--- src/design/btzm_cfg.svh ---
// Constants of the battery temperature zone monitor: register offsets,
// field positions, reset values, trip level table and channel codes.
// Included by every design file that decodes registers or trip levels.
`ifndef BTZM_CFG_SVH
`define BTZM_CFG_SVH

`define BTZM_OFS_CTRL 12'h000
`define BTZM_OFS_CHG 12'h004
`define BTZM_OFS_STAT 12'h008

`define BTZM_CTRL_EN 0
`define BTZM_CTRL_MASK 1
`define BTZM_CTRL_MUX_LSB 4
`define BTZM_CTRL_TRIP_LSB 8

`define BTZM_CHG_NV_LSB 0
`define BTZM_CHG_NI_LSB 8
`define BTZM_CHG_MV_LSB 16
`define BTZM_CHG_MI_LSB 24

`define BTZM_STAT_FAULT 4
`define BTZM_STAT_MOD 5
`define BTZM_STAT_IRQ 8

`define BTZM_RST_EN 1'h0
`define BTZM_RST_MASK 1'h1
`define BTZM_RST_MUX 4'h0
`define BTZM_RST_TRIP 8'h17
`define BTZM_RST_CHG 32'h0000_0000

`define BTZM_MUX_THM 4'h7
`define BTZM_MUX_SENSOR_BIAS_NODE 4'h8

// Trip levels in millivolts, cold end first
`define BTZM_LVL_0 11'h400
`define BTZM_LVL_1 11'h3D0
`define BTZM_LVL_2 11'h39B
`define BTZM_LVL_3 11'h363
`define BTZM_LVL_4 11'h327
`define BTZM_LVL_5 11'h2EB
`define BTZM_LVL_6 11'h1FF
`define BTZM_LVL_7 11'h1CB
`define BTZM_LVL_8 11'h19B
`define BTZM_LVL_9 11'h16F
`define BTZM_LVL_10 11'h147
`define BTZM_LVL_11 11'h123

`define BTZM_BASE_COLD 4'h0
`define BTZM_BASE_COOL 4'h2
`define BTZM_BASE_WARM 4'h6
`define BTZM_BASE_HOT 4'h8

`define BTZM_FLT_NONE 2'h0
`define BTZM_FLT_PQ 2'h1
`define BTZM_FLT_FC 2'h2
`define BTZM_FLT_TEMP 2'h3

`define BTZM_DEBOUNCE 4

`endif

--- src/design/btzm_pkg.sv ---
// Types shared by the temperature zone monitor files.
// Assumes nothing beyond a SystemVerilog compiler.
package btzm_pkg;

  typedef enum logic [2:0] {
    BTZM_Z_OFF = 3'h0,
    BTZM_Z_COLD = 3'h1,
    BTZM_Z_COOL = 3'h2,
    BTZM_Z_NORM = 3'h3,
    BTZM_Z_WARM = 3'h4,
    BTZM_Z_HOT = 3'h5
  } btzm_zone_t;

  typedef enum logic [2:0] {
    BTZM_S_NORM = 3'b001,
    BTZM_S_MOD = 3'b010,
    BTZM_S_FAULT = 3'b100
  } btzm_st_t;

  typedef struct packed {
    logic [1:0] cold;
    logic [1:0] cool;
    logic [1:0] warm;
    logic [1:0] hot;
  } btzm_trip_sel_t;

  typedef struct packed {
    logic [5:0] volt;
    logic [5:0] curr;
  } btzm_setting_t;

endpackage

--- src/design/btzm_zone_decode.sv ---
// Four trip comparators and the zone classifier of the monitor.
// Assumes a sensor level in millivolts, synchronous to clk_sys.
`timescale 1ns/10ps
`default_nettype none
`include "btzm_cfg.svh"

module btzm_zone_decode
  import btzm_pkg::*;
#(
  parameter int LEVEL_W = 11
) (
  input wire logic clk_sys,
  input wire logic rst_n,
  input wire logic [LEVEL_W-1:0] level_mv,
  input wire btzm_trip_sel_t trip_sel,
  output btzm_zone_t zone_q
);

  function automatic logic [10:0] trip_mv(input logic [3:0] idx);
    case (idx)
      4'h0: trip_mv = `BTZM_LVL_0;
      4'h1: trip_mv = `BTZM_LVL_1;
      4'h2: trip_mv = `BTZM_LVL_2;
      4'h3: trip_mv = `BTZM_LVL_3;
      4'h4: trip_mv = `BTZM_LVL_4;
      4'h5: trip_mv = `BTZM_LVL_5;
      4'h6: trip_mv = `BTZM_LVL_6;
      4'h7: trip_mv = `BTZM_LVL_7;
      4'h8: trip_mv = `BTZM_LVL_8;
      4'h9: trip_mv = `BTZM_LVL_9;
      4'hA: trip_mv = `BTZM_LVL_10;
      default: trip_mv = `BTZM_LVL_11;
    endcase
  endfunction

  localparam logic [3:0] BASE [4] = '{`BTZM_BASE_COLD, `BTZM_BASE_COOL,
                                      `BTZM_BASE_WARM, `BTZM_BASE_HOT};

  logic [3:0] trip_hit;
  btzm_zone_t zone_d;

  // Index 0 cold, 1 cool, 2 warm, 3 hot
  for (genvar i = 0; i < 4; i++) begin : g_cmp
    logic [1:0] sel;
    logic [10:0] trip;
    assign sel = trip_sel[7-2*i -: 2];
    assign trip = trip_mv(BASE[i] + {2'h0, sel});
    if (i < 2) begin : g_cold_side
      assign trip_hit[i] = level_mv > trip;
    end else begin : g_hot_side
      assign trip_hit[i] = level_mv < trip;
    end
  end

  always_comb begin
    if (trip_hit[0]) zone_d = BTZM_Z_COLD;
    else if (trip_hit[3]) zone_d = BTZM_Z_HOT;
    else if (trip_hit[1]) zone_d = BTZM_Z_COOL;
    else if (trip_hit[2]) zone_d = BTZM_Z_WARM;
    else zone_d = BTZM_Z_NORM;
  end

  always_ff @(posedge clk_sys or negedge rst_n) begin
    if (!rst_n) zone_q <= BTZM_Z_NORM;
    else zone_q <= zone_d;
  end

endmodule // btzm_zone_decode
`default_nettype wire

--- src/design/btzm_top.sv ---
// Battery temperature zone monitor: APB registers, zone status and change
// flag, charge setting selection, temperature fault handling, bias control.
// Assumes a digitised sensor level in millivolts and a charger core that
// follows the pause, clear and resume outputs.
//
// Register access over APB and the address map are this design's own decisions.
`timescale 1ns/10ps
`default_nettype none
`include "btzm_cfg.svh"

////////////////////////////////////////////////////////////////////////////////
module btzm_top
  import btzm_pkg::*;
#(
  parameter int LEVEL_W = 11,
  parameter int PHASE_W = 4,
  parameter int DEBOUNCE_CYC = `BTZM_DEBOUNCE
) (
  input wire logic clk_sys,
  input wire logic rstn,
  input wire logic psel,
  input wire logic penable,
  input wire logic pwrite,
  input wire logic [11:0] paddr,
  input wire logic [31:0] pwdata,
  input wire logic [3:0] pstrb,
  output logic [31:0] prdata,
  output logic pready,
  output logic pslverr,
  input wire logic [LEVEL_W-1:0] sensor_level_mv,
  input wire logic charger_supply_valid,
  input wire logic [PHASE_W-1:0] chg_phase,
  input wire logic pq_timer_fault,
  input wire logic fc_timer_fault,
  output logic temp_zone_change_irq,
  output logic sensor_bias_on,
  output logic [3:0] probe_select,
  output logic [5:0] charge_voltage,
  output logic [5:0] charge_current,
  output logic charge_pause,
  output logic modified_mode,
  output logic temp_fault,
  output logic [1:0] active_fault,
  output logic timers_pause,
  output logic fc_timer_clear,
  output logic topoff_timer_clear,
  output logic resume_strobe,
  output logic [PHASE_W-1:0] resume_phase
);

  //////////////////////////////////////////////////////////////////////////////
  // Reset release

  logic [1:0] rst_sync_q;
  logic rst_n;

  always_ff @(posedge clk_sys or negedge rstn) begin
    if (!rstn) rst_sync_q <= 2'h0;
    else rst_sync_q <= {rst_sync_q[0], 1'h1};
  end

  assign rst_n = rst_sync_q[1];

  //////////////////////////////////////////////////////////////////////////////
  // APB slave, one wait state so read data come from a register

  logic [15:0] ctrl_q, ctrl_d;
  logic [31:0] chg_q, chg_d;
  logic irq_q, irq_d;
  logic [31:0] prdata_q, prdata_d;
  logic pready_q, pready_d;
  logic pslverr_q, pslverr_d;
  logic acc, done, hit_ctrl, hit_chg, hit_stat, mapped;
  logic [31:0] wmask, rd_word;
  logic en;
  logic zone_chg;
  btzm_zone_t stat_q, stat_d;
  btzm_st_t st_q, st_d;

  assign acc = psel & penable;
  assign done = acc & pready_q;
  assign hit_ctrl = paddr == `BTZM_OFS_CTRL;
  assign hit_chg = paddr == `BTZM_OFS_CHG;
  assign hit_stat = paddr == `BTZM_OFS_STAT;
  assign mapped = hit_ctrl | hit_chg | hit_stat;
  assign wmask = {{8{pstrb[3]}}, {8{pstrb[2]}}, {8{pstrb[1]}}, {8{pstrb[0]}}};
  assign en = ctrl_q[`BTZM_CTRL_EN];

  always_comb begin
    rd_word = 32'h0000_0000;
    if (hit_ctrl) rd_word = {16'h0000, ctrl_q};
    else if (hit_chg) rd_word = chg_q;
    else if (hit_stat) begin
      rd_word = {23'h000000, irq_q, 2'h0, st_q == BTZM_S_MOD, st_q == BTZM_S_FAULT,
                 1'h0, stat_q};
    end
  end

  always_comb begin
    pready_d = acc & ~pready_q;
    pslverr_d = acc & ~pready_q & ~mapped;
    prdata_d = (acc & ~pready_q & ~pwrite) ? rd_word : 32'h0000_0000;
    ctrl_d = ctrl_q;
    chg_d = chg_q;
    if (done & pwrite & hit_ctrl) begin
      ctrl_d = (ctrl_q & ~wmask[15:0]) | (pwdata[15:0] & wmask[15:0]);
      ctrl_d[3:2] = 2'h0;
    end
    if (done & pwrite & hit_chg) begin
      chg_d = (chg_q & ~wmask) | (pwdata & wmask);
    end
    // Set wins over a write-one clear in the same cycle
    irq_d = zone_chg |
            (irq_q & ~(done & pwrite & hit_stat & pstrb[1] & pwdata[`BTZM_STAT_IRQ]));
  end

  always_ff @(posedge clk_sys or negedge rst_n) begin
    if (!rst_n) begin
      ctrl_q <= {`BTZM_RST_TRIP, `BTZM_RST_MUX, 2'h0, `BTZM_RST_MASK, `BTZM_RST_EN};
      chg_q <= `BTZM_RST_CHG;
      irq_q <= 1'h0;
      prdata_q <= 32'h0000_0000;
      pready_q <= 1'h0;
      pslverr_q <= 1'h0;
    end else begin
      ctrl_q <= ctrl_d;
      chg_q <= chg_d;
      irq_q <= irq_d;
      prdata_q <= prdata_d;
      pready_q <= pready_d;
      pslverr_q <= pslverr_d;
    end
  end

  //////////////////////////////////////////////////////////////////////////////
  // Zone classification with debounce
  // Comparator chatter near a trip level would otherwise toggle the charger
  // between settings; a zone must hold DEBOUNCE_CYC + 2 cycles to be accepted.

  btzm_zone_t raw_zone, cand_q, cand_d;
  logic [7:0] stab_q, stab_d;

  // The probe select is not an input here, so the mux cannot disturb it
  btzm_zone_decode #(
    .LEVEL_W(LEVEL_W)
  ) u_decode (
    .clk_sys(clk_sys),
    .rst_n(rst_n),
    .level_mv(sensor_level_mv),
    .trip_sel(btzm_trip_sel_t'(ctrl_q[15:8])),
    .zone_q(raw_zone)
  );

  always_comb begin
    cand_d = raw_zone;
    stab_d = 8'h00;
    if (raw_zone == cand_q) begin
      stab_d = (stab_q == 8'(DEBOUNCE_CYC)) ? stab_q : stab_q + 8'h01;
    end
    stat_d = stat_q;
    if (!en) stat_d = BTZM_Z_OFF;
    else if (raw_zone == cand_q && stab_q == 8'(DEBOUNCE_CYC)) stat_d = cand_q;
    else if (stat_q == BTZM_Z_OFF) stat_d = BTZM_Z_OFF;
    zone_chg = stat_d != stat_q;
  end

  always_ff @(posedge clk_sys or negedge rst_n) begin
    if (!rst_n) begin
      cand_q <= BTZM_Z_NORM;
      stab_q <= 8'h00;
      stat_q <= BTZM_Z_OFF;
    end else begin
      cand_q <= cand_d;
      stab_q <= stab_d;
      stat_q <= stat_d;
    end
  end

  //////////////////////////////////////////////////////////////////////////////
  // Charger temperature state

  logic [PHASE_W-1:0] saved_q, saved_d;
  btzm_setting_t norm_set, mod_set, set_d;
  logic leaving;
  logic [1:0] fault_d;
  logic [5:0] cv_q, cc_q;
  logic pause_q, mod_q, fault_q, tpause_q, fcclr_q, toclr_q, resume_q;
  logic [1:0] afault_q;
  logic [PHASE_W-1:0] rphase_q;

  assign norm_set = {chg_q[`BTZM_CHG_NV_LSB +: 6], chg_q[`BTZM_CHG_NI_LSB +: 6]};
  assign mod_set = {chg_q[`BTZM_CHG_MV_LSB +: 6], chg_q[`BTZM_CHG_MI_LSB +: 6]};

  always_comb begin
    st_d = st_q;
    case (stat_q)
      BTZM_Z_HOT, BTZM_Z_COLD: st_d = BTZM_S_FAULT;
      BTZM_Z_WARM, BTZM_Z_COOL: st_d = BTZM_S_MOD;
      BTZM_Z_NORM: st_d = BTZM_S_NORM;
      default: st_d = BTZM_S_NORM;
    endcase
    saved_d = saved_q;
    if (st_d == BTZM_S_FAULT && st_q != BTZM_S_FAULT) saved_d = chg_phase;
    leaving = st_q == BTZM_S_FAULT && st_d != BTZM_S_FAULT;
    set_d = (st_d == BTZM_S_MOD) ? mod_set : norm_set;
    if (st_d == BTZM_S_FAULT) fault_d = `BTZM_FLT_TEMP;
    else if (pq_timer_fault) fault_d = `BTZM_FLT_PQ;
    else if (fc_timer_fault) fault_d = `BTZM_FLT_FC;
    else fault_d = `BTZM_FLT_NONE;
  end

  always_ff @(posedge clk_sys or negedge rst_n) begin
    if (!rst_n) begin
      st_q <= BTZM_S_NORM;
      saved_q <= '0;
      cv_q <= 6'h00;
      cc_q <= 6'h00;
      pause_q <= 1'h0;
      mod_q <= 1'h0;
      fault_q <= 1'h0;
      tpause_q <= 1'h0;
      fcclr_q <= 1'h0;
      toclr_q <= 1'h0;
      resume_q <= 1'h0;
      rphase_q <= '0;
      afault_q <= `BTZM_FLT_NONE;
    end else begin
      st_q <= st_d;
      saved_q <= saved_d;
      cv_q <= set_d.volt;
      cc_q <= set_d.curr;
      pause_q <= st_d == BTZM_S_FAULT;
      mod_q <= st_d == BTZM_S_MOD;
      fault_q <= st_d == BTZM_S_FAULT;
      tpause_q <= st_d == BTZM_S_FAULT;
      fcclr_q <= leaving;
      toclr_q <= leaving;
      resume_q <= leaving;
      rphase_q <= saved_q;
      afault_q <= fault_d;
    end
  end

  //////////////////////////////////////////////////////////////////////////////
  // Bias and interrupt

  logic bias_q, bias_d;
  logic irq_out_q;
  logic [3:0] mux_sel;

  assign mux_sel = ctrl_q[`BTZM_CTRL_MUX_LSB +: 4];

  always_comb begin
    bias_d = (charger_supply_valid & en) |
             (mux_sel == `BTZM_MUX_THM) | (mux_sel == `BTZM_MUX_SENSOR_BIAS_NODE);
  end

  always_ff @(posedge clk_sys or negedge rst_n) begin
    if (!rst_n) begin
      bias_q <= 1'h0;
      irq_out_q <= 1'h0;
    end else begin
      bias_q <= bias_d;
      irq_out_q <= irq_d & ~ctrl_d[`BTZM_CTRL_MASK];
    end
  end

  //////////////////////////////////////////////////////////////////////////////
  // Outputs, all from flip-flops

  assign prdata = prdata_q;
  assign pready = pready_q;
  assign pslverr = pslverr_q;
  assign temp_zone_change_irq = irq_out_q;
  assign sensor_bias_on = bias_q;
  assign probe_select = ctrl_q[`BTZM_CTRL_MUX_LSB +: 4];
  assign charge_voltage = cv_q;
  assign charge_current = cc_q;
  assign charge_pause = pause_q;
  assign modified_mode = mod_q;
  assign temp_fault = fault_q;
  assign active_fault = afault_q;
  assign timers_pause = tpause_q;
  assign fc_timer_clear = fcclr_q;
  assign topoff_timer_clear = toclr_q;
  assign resume_strobe = resume_q;
  assign resume_phase = rphase_q;

endmodule // btzm_top
`default_nettype wire

--- config.mk ---
export PLATFORM = sky130hd
export DESIGN_NAME = btzm_top
export DESIGN_NICKNAME = d
export VERILOG_FILES = /design/src/design/btzm_pkg.sv /design/src/design/btzm_zone_decode.sv /design/src/design/btzm_top.sv
export VERILOG_INCLUDE_DIRS = /design/src /design/src/design
export SDC_FILE = /design/constraint.sdc
export NUM_CORES = 1
export LEC_CHECK = 0
export ABC_AREA = 0
export BUFFER_PORTS_ARGS = -buffer_cell sky130_fd_sc_hd__buf_2
export CORE_ASPECT_RATIO = 1.75
export CORE_UTILIZATION = 54
export DETAILED_ROUTE_END_ITERATION = 6
export GPL_TIMING_DRIVEN = 0
export HOLD_SLACK_MARGIN = 0.15
export PLACE_DENSITY = 0.85
export SYNTH_ARGS = -nofsm -noshare
export SYNTH_HDL_FRONTEND = slang
export SYNTH_SLANG_ARGS = --single-unit
--- constraint.sdc ---
create_clock -name clk_sys -period 5.3 [get_ports clk_sys]
set_clock_uncertainty 0.15 [all_clocks]
set_input_delay 0.53 -clock clk_sys [delete_from_list [all_inputs] [get_ports clk_sys]]
set_output_delay 0.53 -clock clk_sys [all_outputs]
set_load 0.05 [all_outputs]
==> summary.txt, run 1 <==
Timing
  • Final hold vios: 0
  • Max_slew headroom: 51.9%
  • Setup_tns: 0 ps
  • Final period utilization: 52.1%
  • Final worst setup slack: 2540 ps
  • Highest Clock Rate: 0.362 GHz
  • Minimum clock period: 2760 ps
  • RSZ-0062 raised after global routing: no
  • Slew @ Worst Pin: 718 ps
  • Setup-failing EPs final: 0
  • Slew Limit Fails: 0

Status
  • Status: complete, no violations

Yosys
  • Average size of a mapped cell: 12.3 um2
  • Post-synth cell types: 59
  • Yosys reg bits: 130
  • Cells after synthesis: 504
  • Post-synth EDFFs: 0
  • Top_reg_cell synth: dfrtp_1
  • Most common cell in the synthesized netlist: dfrtp_1
  • Area contributors post-synth: dfrtp_1 (48%), ha_1 (9.9%), mux2_2 (6.0%)
  • Seq/Total Area, Yosys: 52.7%
  • Mapped cell area: 6200 um2
  • Synth warnings: 0
  • Yosys top cell by area: dfrtp_1
  • Mapped Nets: 624
  • Share of the synthesized area in the top cell type: 48.4%
  • FFs w/ async S/R, synth: 100%
  • Most frequent cells after synthesis: dfrtp_1 (120), ha_1 (49), nor2_1 (37), mux2_2 (33), inv_1 (28)

Drt
  • Vias: 4551
  • Routed WL: 14.8 mm
  • Starting DRT DRC Count: 235
  • Drt wl/cell: 18.4 um
  • Remaining DRCs: 0
  • Vias/cell: 5.65
  • DR pass1 iterations: 4
  • Post-route ant nets: 0

Worst setup path
  • Worst Setup Start Kind: flip-flop
  • Crit-path max FO: 5
  • Type of the worst setup path: reg -> reg
  • Worst setup EP type: flip-flop
  • Worst R2R Setup Slack: 2540 ps
  • CP Data Required Time: 5490 ps
  • R2r endpoint: u_decode.zone_q[0]
  • WP data arrival: 2950 ps
  • Worst r2r path cells: 9

Power and ir drop
  • Design Power: 2.29 mW
  • Leakage: 4.07 nW
  • PD cells: 299 nW/um2
  • Max VDD drop: 0.000290 V

Clocking
  • Clock Path Buffers: 2
  • Post-CTS setup buffer count: 0
  • Skew-Pair Late Insertion Delay: 420 ps
  • CTS tree: done
  • Post-CTS Hold Buffers: 1
  • CTS Buf Count: 17
  • # clock sinks: 130
  • # H-tree levels: 4
  • Root Buffer: clkbuf_16
  • Post-CTS Resized: 0
  • CTS clock-pin slew for the worst setup and hold paths: 60 ps

Die
  • Total die area: 11900 um2
  • Die width: 83.0 um
  • Initial core utilization: 55.5%
  • Core Box Area: 11200 um2
  • Die H: 144 um
  • I/O pins: 136
  • # rows: 51

Worst hold path
  • Hold crit path type: in -> reg
  • Hold Crit Start: charger_supply_valid
  • Hold Path Sink: sensor_bias_on
  • Hold path cells: 3

Finish
  • Layout cell share with drive strength beyond 1: 38.3%
  • N_diodes: 0
  • Filler cells: 757
  • Design Area, Final: 7670 um2
  • Final net count: 780
  • Syn-to-layout area delta: 23.7%

Flow run
  • Max Cap Viol: 0

Placed design
  • RePlAce Congestion: 0.879
  • Placed cell area: 7070 um2
  • HPWL Detailed: 11.1 mm
  • Post-Place Setup Slack: 2560 ps
  • IO buf count: 135

Global routing
  • Largest net degree at the start of global routing: 78
  • Gr ovfl total: 0
  • GR Util All Layers: 26.2%
  • Vias in the first global route: 4933
  • Antenna violations before repair: 0
  • First-pass GRT wire length: 24.0 mm
## cell families (layout without fill, tap and decap cells)
logic type / Yosys count / count (layout) / synth area share, %
other cells: 1 / 1 / 0.0605
flops: 130 / 130 / 52.7
fa+ha+maj: 49 / 49 / 9.89
mux: 64 / 64 / 12.4
compound gates: 66 / 66 / 6.72
buf+inv: 45 / 214 / 3.37
xor+xnor: 6 / 6 / 0.847
simple gates: 143 / 143 / 14.1
## metal layers
metal	vias up	track usage (%)	share of wire, %
met5	-	0	0
met4	0	15.1	4.8
met3	50	5.00	4.0
met2	172	49.7	56
met1	2262	26.4	35
li1	2067	-	-
## power by group
part,switching (mW),internal (mW),total (mW),leakage [nW]
Combinational,0.0752,0.0529,0.128,2.05
Sequential,0.0158,1.01,1.02,1.74
Clock,0.429,0.716,1.14,0.274
## cell usage in the layout, fill, tap and decap left out, types with 6 or more instances in the layout
cell type,count
inv_1,28
nor2b_1,8
nand4_1,7
nor2_1,37
mux2_1,6
nand3_1,9
o21ai_0,20
and2_1,17
buf_2,140
nand2_1,18
a21oi_1,18
a22oi_1,10
mux2_4,16
dfrtp_1,119
clkbuf_16,17
nor3_1,12
buf_4,9
mux2_2,33
ha_1,49
mux2i_1,9
dfstp_2,10
## critical path: stages (launching register included)
cell      delay (ps)
dfrtp_1          450
inv_1            140
ha_1             230
inv_1             70
ha_1             200
or4_1            540
a221oi_1         270
o211a_1          210
nor3_1            80
or3_1            360
## metrics by stage
step | hold slack, ps | cells | util [%]
floorplan | 84.4 | 504 | -
global placement | 165 | 771 | 63.1
detailed placement | 171 | 772 | 63.4
CTS | 168 | 805 | 68.7
global route | 175 | 805 | 68.7
finish | 174 | 805 | 68.7
## how the worst max path moves through the flow
stage | from | endpoint | slack (ps) | cells after the start
4_1_cts | flip-flop | u_decode.zone_q[0] | 2540 | 10
5_1_grt | flip-flop | u_decode.zone_q[0] | 2430 | 10
3_3_place_gp | rst_sync_q[1] | prdata[22] | 240 | 0
3_5_place_dp | flip-flop | u_decode.zone_q[0] | 2560 | 10
6_report | flip-flop | u_decode.zone_q[0] | 2540 | 9
2_1_floorplan | rst_sync_q[1] | async pin | 1280 | 0
## area by class of cell
| class | count | area, um2 | share of cell area [%] |
|---|---|---|---|
| Tap cell | 132 | 165 | 2.15 |
| Multi-Input combinational cell | 329 | 2730 | 35.5 |
| Buffer | 17 | 104 | 1.35 |
| Inverter | 28 | 105 | 1.37 |
| Timing Repair Buffer | 137 | 713 | 9.29 |
| Clock inverter | 12 | 134 | 1.74 |
| Sequential cell | 130 | 3270 | 42.6 |
| Clock buffer | 20 | 457 | 5.95 |
Power figures use the tool's default switching activity.
==> run 2: changes to the inputs <==
CORE_UTILIZATION = 49   (was 54)
PLACE_DENSITY = 0.82   (was 0.85)
clock period = 2.23 ns   (was 5.3 ns; I/O delays follow)
==> summary.txt, run 2 (synthesized netlist as in run 1, its figures left out) <==
Clocking
  • Skew-Pair Late Insertion Delay: 420 ps (about the same)
  • Clock Path Buffers: 2 (unchanged)
  • # clock sinks: 130 (unchanged)
  • Root Buffer: clkbuf_16 (unchanged)
  • CTS tree: done (unchanged)
  • # H-tree levels: 4 (unchanged)
  • CTS Buf Count: 17 (unchanged)
  • CTS clock-pin slew for the worst setup and hold paths: 50 ps (was 60 ps)

Drt
  • Starting DRT DRC Count: 251 (was 235)
  • Vias: 4994 (was 4551)
  • Routed WL: 17.4 mm (was 14.8 mm)
  • Remaining DRCs: 0 (unchanged)
  • DR pass1 iterations: 4 (unchanged)
  • Post-route ant nets: 0 (unchanged)
  • Vias/cell: 5.51 (was 5.65)
  • Drt wl/cell: 19.3 um (was 18.4 um)

Power and ir drop
  • Max VDD drop: 0.000400 V (was 0.000290 V)
  • Leakage: 4.43 nW (was 4.07 nW)
  • PD cells: 706 nW/um2 (was 299 nW/um2)

Timing
  • Final worst setup slack: -327 ps (was 2540 ps)
  • Highest Clock Rate: 0.391 GHz (was 0.362 GHz)
  • Final period utilization: 115% (was 52.1%)
  • Final hold vios: 0 (unchanged)
  • RSZ-0062 raised after global routing: yes (was no)
  • Setup-failing EPs final: 3 (was 0)
  • Minimum clock period: 2560 ps (was 2760 ps)
  • Slew @ Worst Pin: 850 ps (was 718 ps)
  • Setup_tns: -833 ps (was 0 ps)
  • Max_slew headroom: 43.1% (was 51.9%)
  • Slew Limit Fails: 0 (unchanged)

Global routing
  • GR Util All Layers: 28.5% (was 26.2%)
  • Antenna violations before repair: 0 (unchanged)
  • Largest net degree at the start of global routing: 63 (was 78)
  • Vias in the first global route: 5486 (was 4933)
  • Gr ovfl total: 0 (unchanged)
  • First-pass GRT wire length: 27.4 mm (was 24.0 mm)

Die
  • Die H: 151 um (was 144 um)
  • Die width: 87.0 um (was 83.0 um)
  • # rows: 54 (was 51)
  • I/O pins: 136 (unchanged)
  • Total die area: 13100 um2 (was 11900 um2)
  • Initial core utilization: 49.9% (was 55.5%)
  • Core Box Area: 12400 um2 (was 11200 um2)

Worst setup path
  • R2r endpoint: u_decode.zone_q[0] (unchanged)
  • Worst Setup Start Kind: flip-flop (unchanged)
  • Critical path's slowest cell: dfstp_2 (was or4_1)
  • Buf+Inv Stages, Crit Path: 2 (unchanged)
  • Crit-path max FO: 3 (was 5)
  • Worst r2r path cells: 9 (unchanged)
  • Critical path capture point: u_decode.zone_q[0] (unchanged)
  • Type of the worst setup path: reg -> reg (unchanged)
  • Top delay family on crit path: compound AO/OA/AOI/OAI gates (was simple AND/OR/NAND/NOR gates)
  • Worst R2R Setup Slack: -330 ps (was 2540 ps)
  • CP Data Required Time: 2410 ps (was 5490 ps)
  • Crit-path cells: inv_2 -> ha_4 -> nand2b_4 -> inv_2 -> ha_4 -> a2111o_1 -> o32a_1 -> nor2b_4 -> or3_1 (was inv_1 -> ha_1 -> inv_1 -> ha_1 -> or4_1 -> a221oi_1 -> o211a_1 -> nor3_1 -> or3_1)
  • Slowest cell delay on critical path: 550 ps (was 540 ps)
  • Crit path depth: 9 (unchanged)
  • Worst setup EP type: flip-flop (unchanged)
  • WP data arrival: 2740 ps (was 2950 ps)

Flow run
  • Max Cap Viol: 0 (unchanged)

Status
  • Status: complete, but fails checks (was complete, no violations)
  • Failing checks: setup timing

Finish
  • Final net count: 845 (was 780)
  • Post-Route Utilization: 70.3% (was 68.7%)
  • Design Area, Final: 8740 um2 (was 7670 um2)
  • N_diodes: 0 (unchanged)
  • Most common cell after layout, fill and taps aside: buf_2 (unchanged)
  • Syn-to-layout area delta: 41.0% (was 23.7%)
  • Layout cell share with drive strength beyond 1: 42.4% (was 38.3%)
  • Most frequent cells in the layout: buf_2 (140), dfrtp_1 (117), dlygate4sd3_1 (51) (was buf_2 (140), dfrtp_1 (119), ha_1 (49))

Placed design
  • Placed cell area: 7160 um2 (was 7070 um2)
  • HPWL Detailed: 11.3 mm (was 11.1 mm)
  • RePlAce Congestion: 0.863 (was 0.879)
  • IO buf count: 135 (unchanged)

Worst hold path
  • Hold crit path type: in -> reg (unchanged)
[run 2: changes by cell type in the layout (fill, tap and decap cells not counted), sizes merged]
cell	before	now
inv	28	29
dlygate4sd3	1	51
bufinv	2	7
clkbuf	23	21
buf	150	167
clkinv	5	2
clkinvlp	5	2
[run 2: per-layer routing]
layer | share of wire (%) | GRT usage [%] | vias to the layer above | routed length, um
met5 | 0 | 0 | - | 0
met4 | 6.2 | 22.3 | 0 | 1080
met3 | 5.4 | 6.05 | 92 | 945
met2 | 55 | 51.3 | 251 | 9550
met1 | 34 | 27.6 | 2448 | 5870
li1 | - | - | 2203 | -
[run 2: where the power goes]
group | internal [mW] | total, mW | switching [mW]
combinational | 0.204 | 0.432 | 0.228
clock | 2.28 | 3.33 | 1.05
sequential | 2.39 | 2.41 | 0.0211
[run 2: worst min path at each step]
stage                        from            end  cells after the start
floorplan                    rstn  rst_sync_q[0]                      0
global placement             rstn  rst_sync_q[0]                      1
detailed placement           rstn  rst_sync_q[0]                      1
CTS                      paddr[3]     prdata[11]                      4
global route        rst_sync_q[1]      async pin                      0
finish                   paddr[3]     prdata[10]                      4
[run 2: worst register-to-register path, delay by kind of cell, from the launching register on]
family | cells | cell delay, ps
buffers and inverters | 2 | 120
DFF | 1 | 550
and+or+nand+nor | 3 | 520
AOI/OAI and AO/OA | 2 | 760
adders and majority gates | 2 | 370
[run 2: stage by stage]
step | setup slack [ps] | power (mW) | hold slack, ps | instances
final | -327 | 6.17 | 162 | 906
after global routing | -393 | 6.32 | 162 | 906
after CTS | -361 | 6.16 | 155 | 903
after detailed placement | -476 | 2.78 | -140 | 809
after global placement | -413 | 2.74 | -142 | 807
after floorplan | -260 | 2.62 | -223 | 504
[run 2: final cells by class]
cell class	instances	area (um2)
Clock buffer	20	457
Inverter	28	113
Tap cell	168	210
Multi-Input combinational cell	329	2980
Timing Repair Buffer	204	1360
Fill cell	845	3690
Sequential cell	130	3270
Buffer	15	96.3
Clock inverter	12	251
[run 2: what timing repair did]
item,4_1_cts,5_1_grt
endpoints found under the setup margin,3,21
gates resized for setup,33,16
buffers inserted,11,5
hold buffers,51,0
cloned,0,0
pin swaps,16,12
hold endpoints to repair,77,0
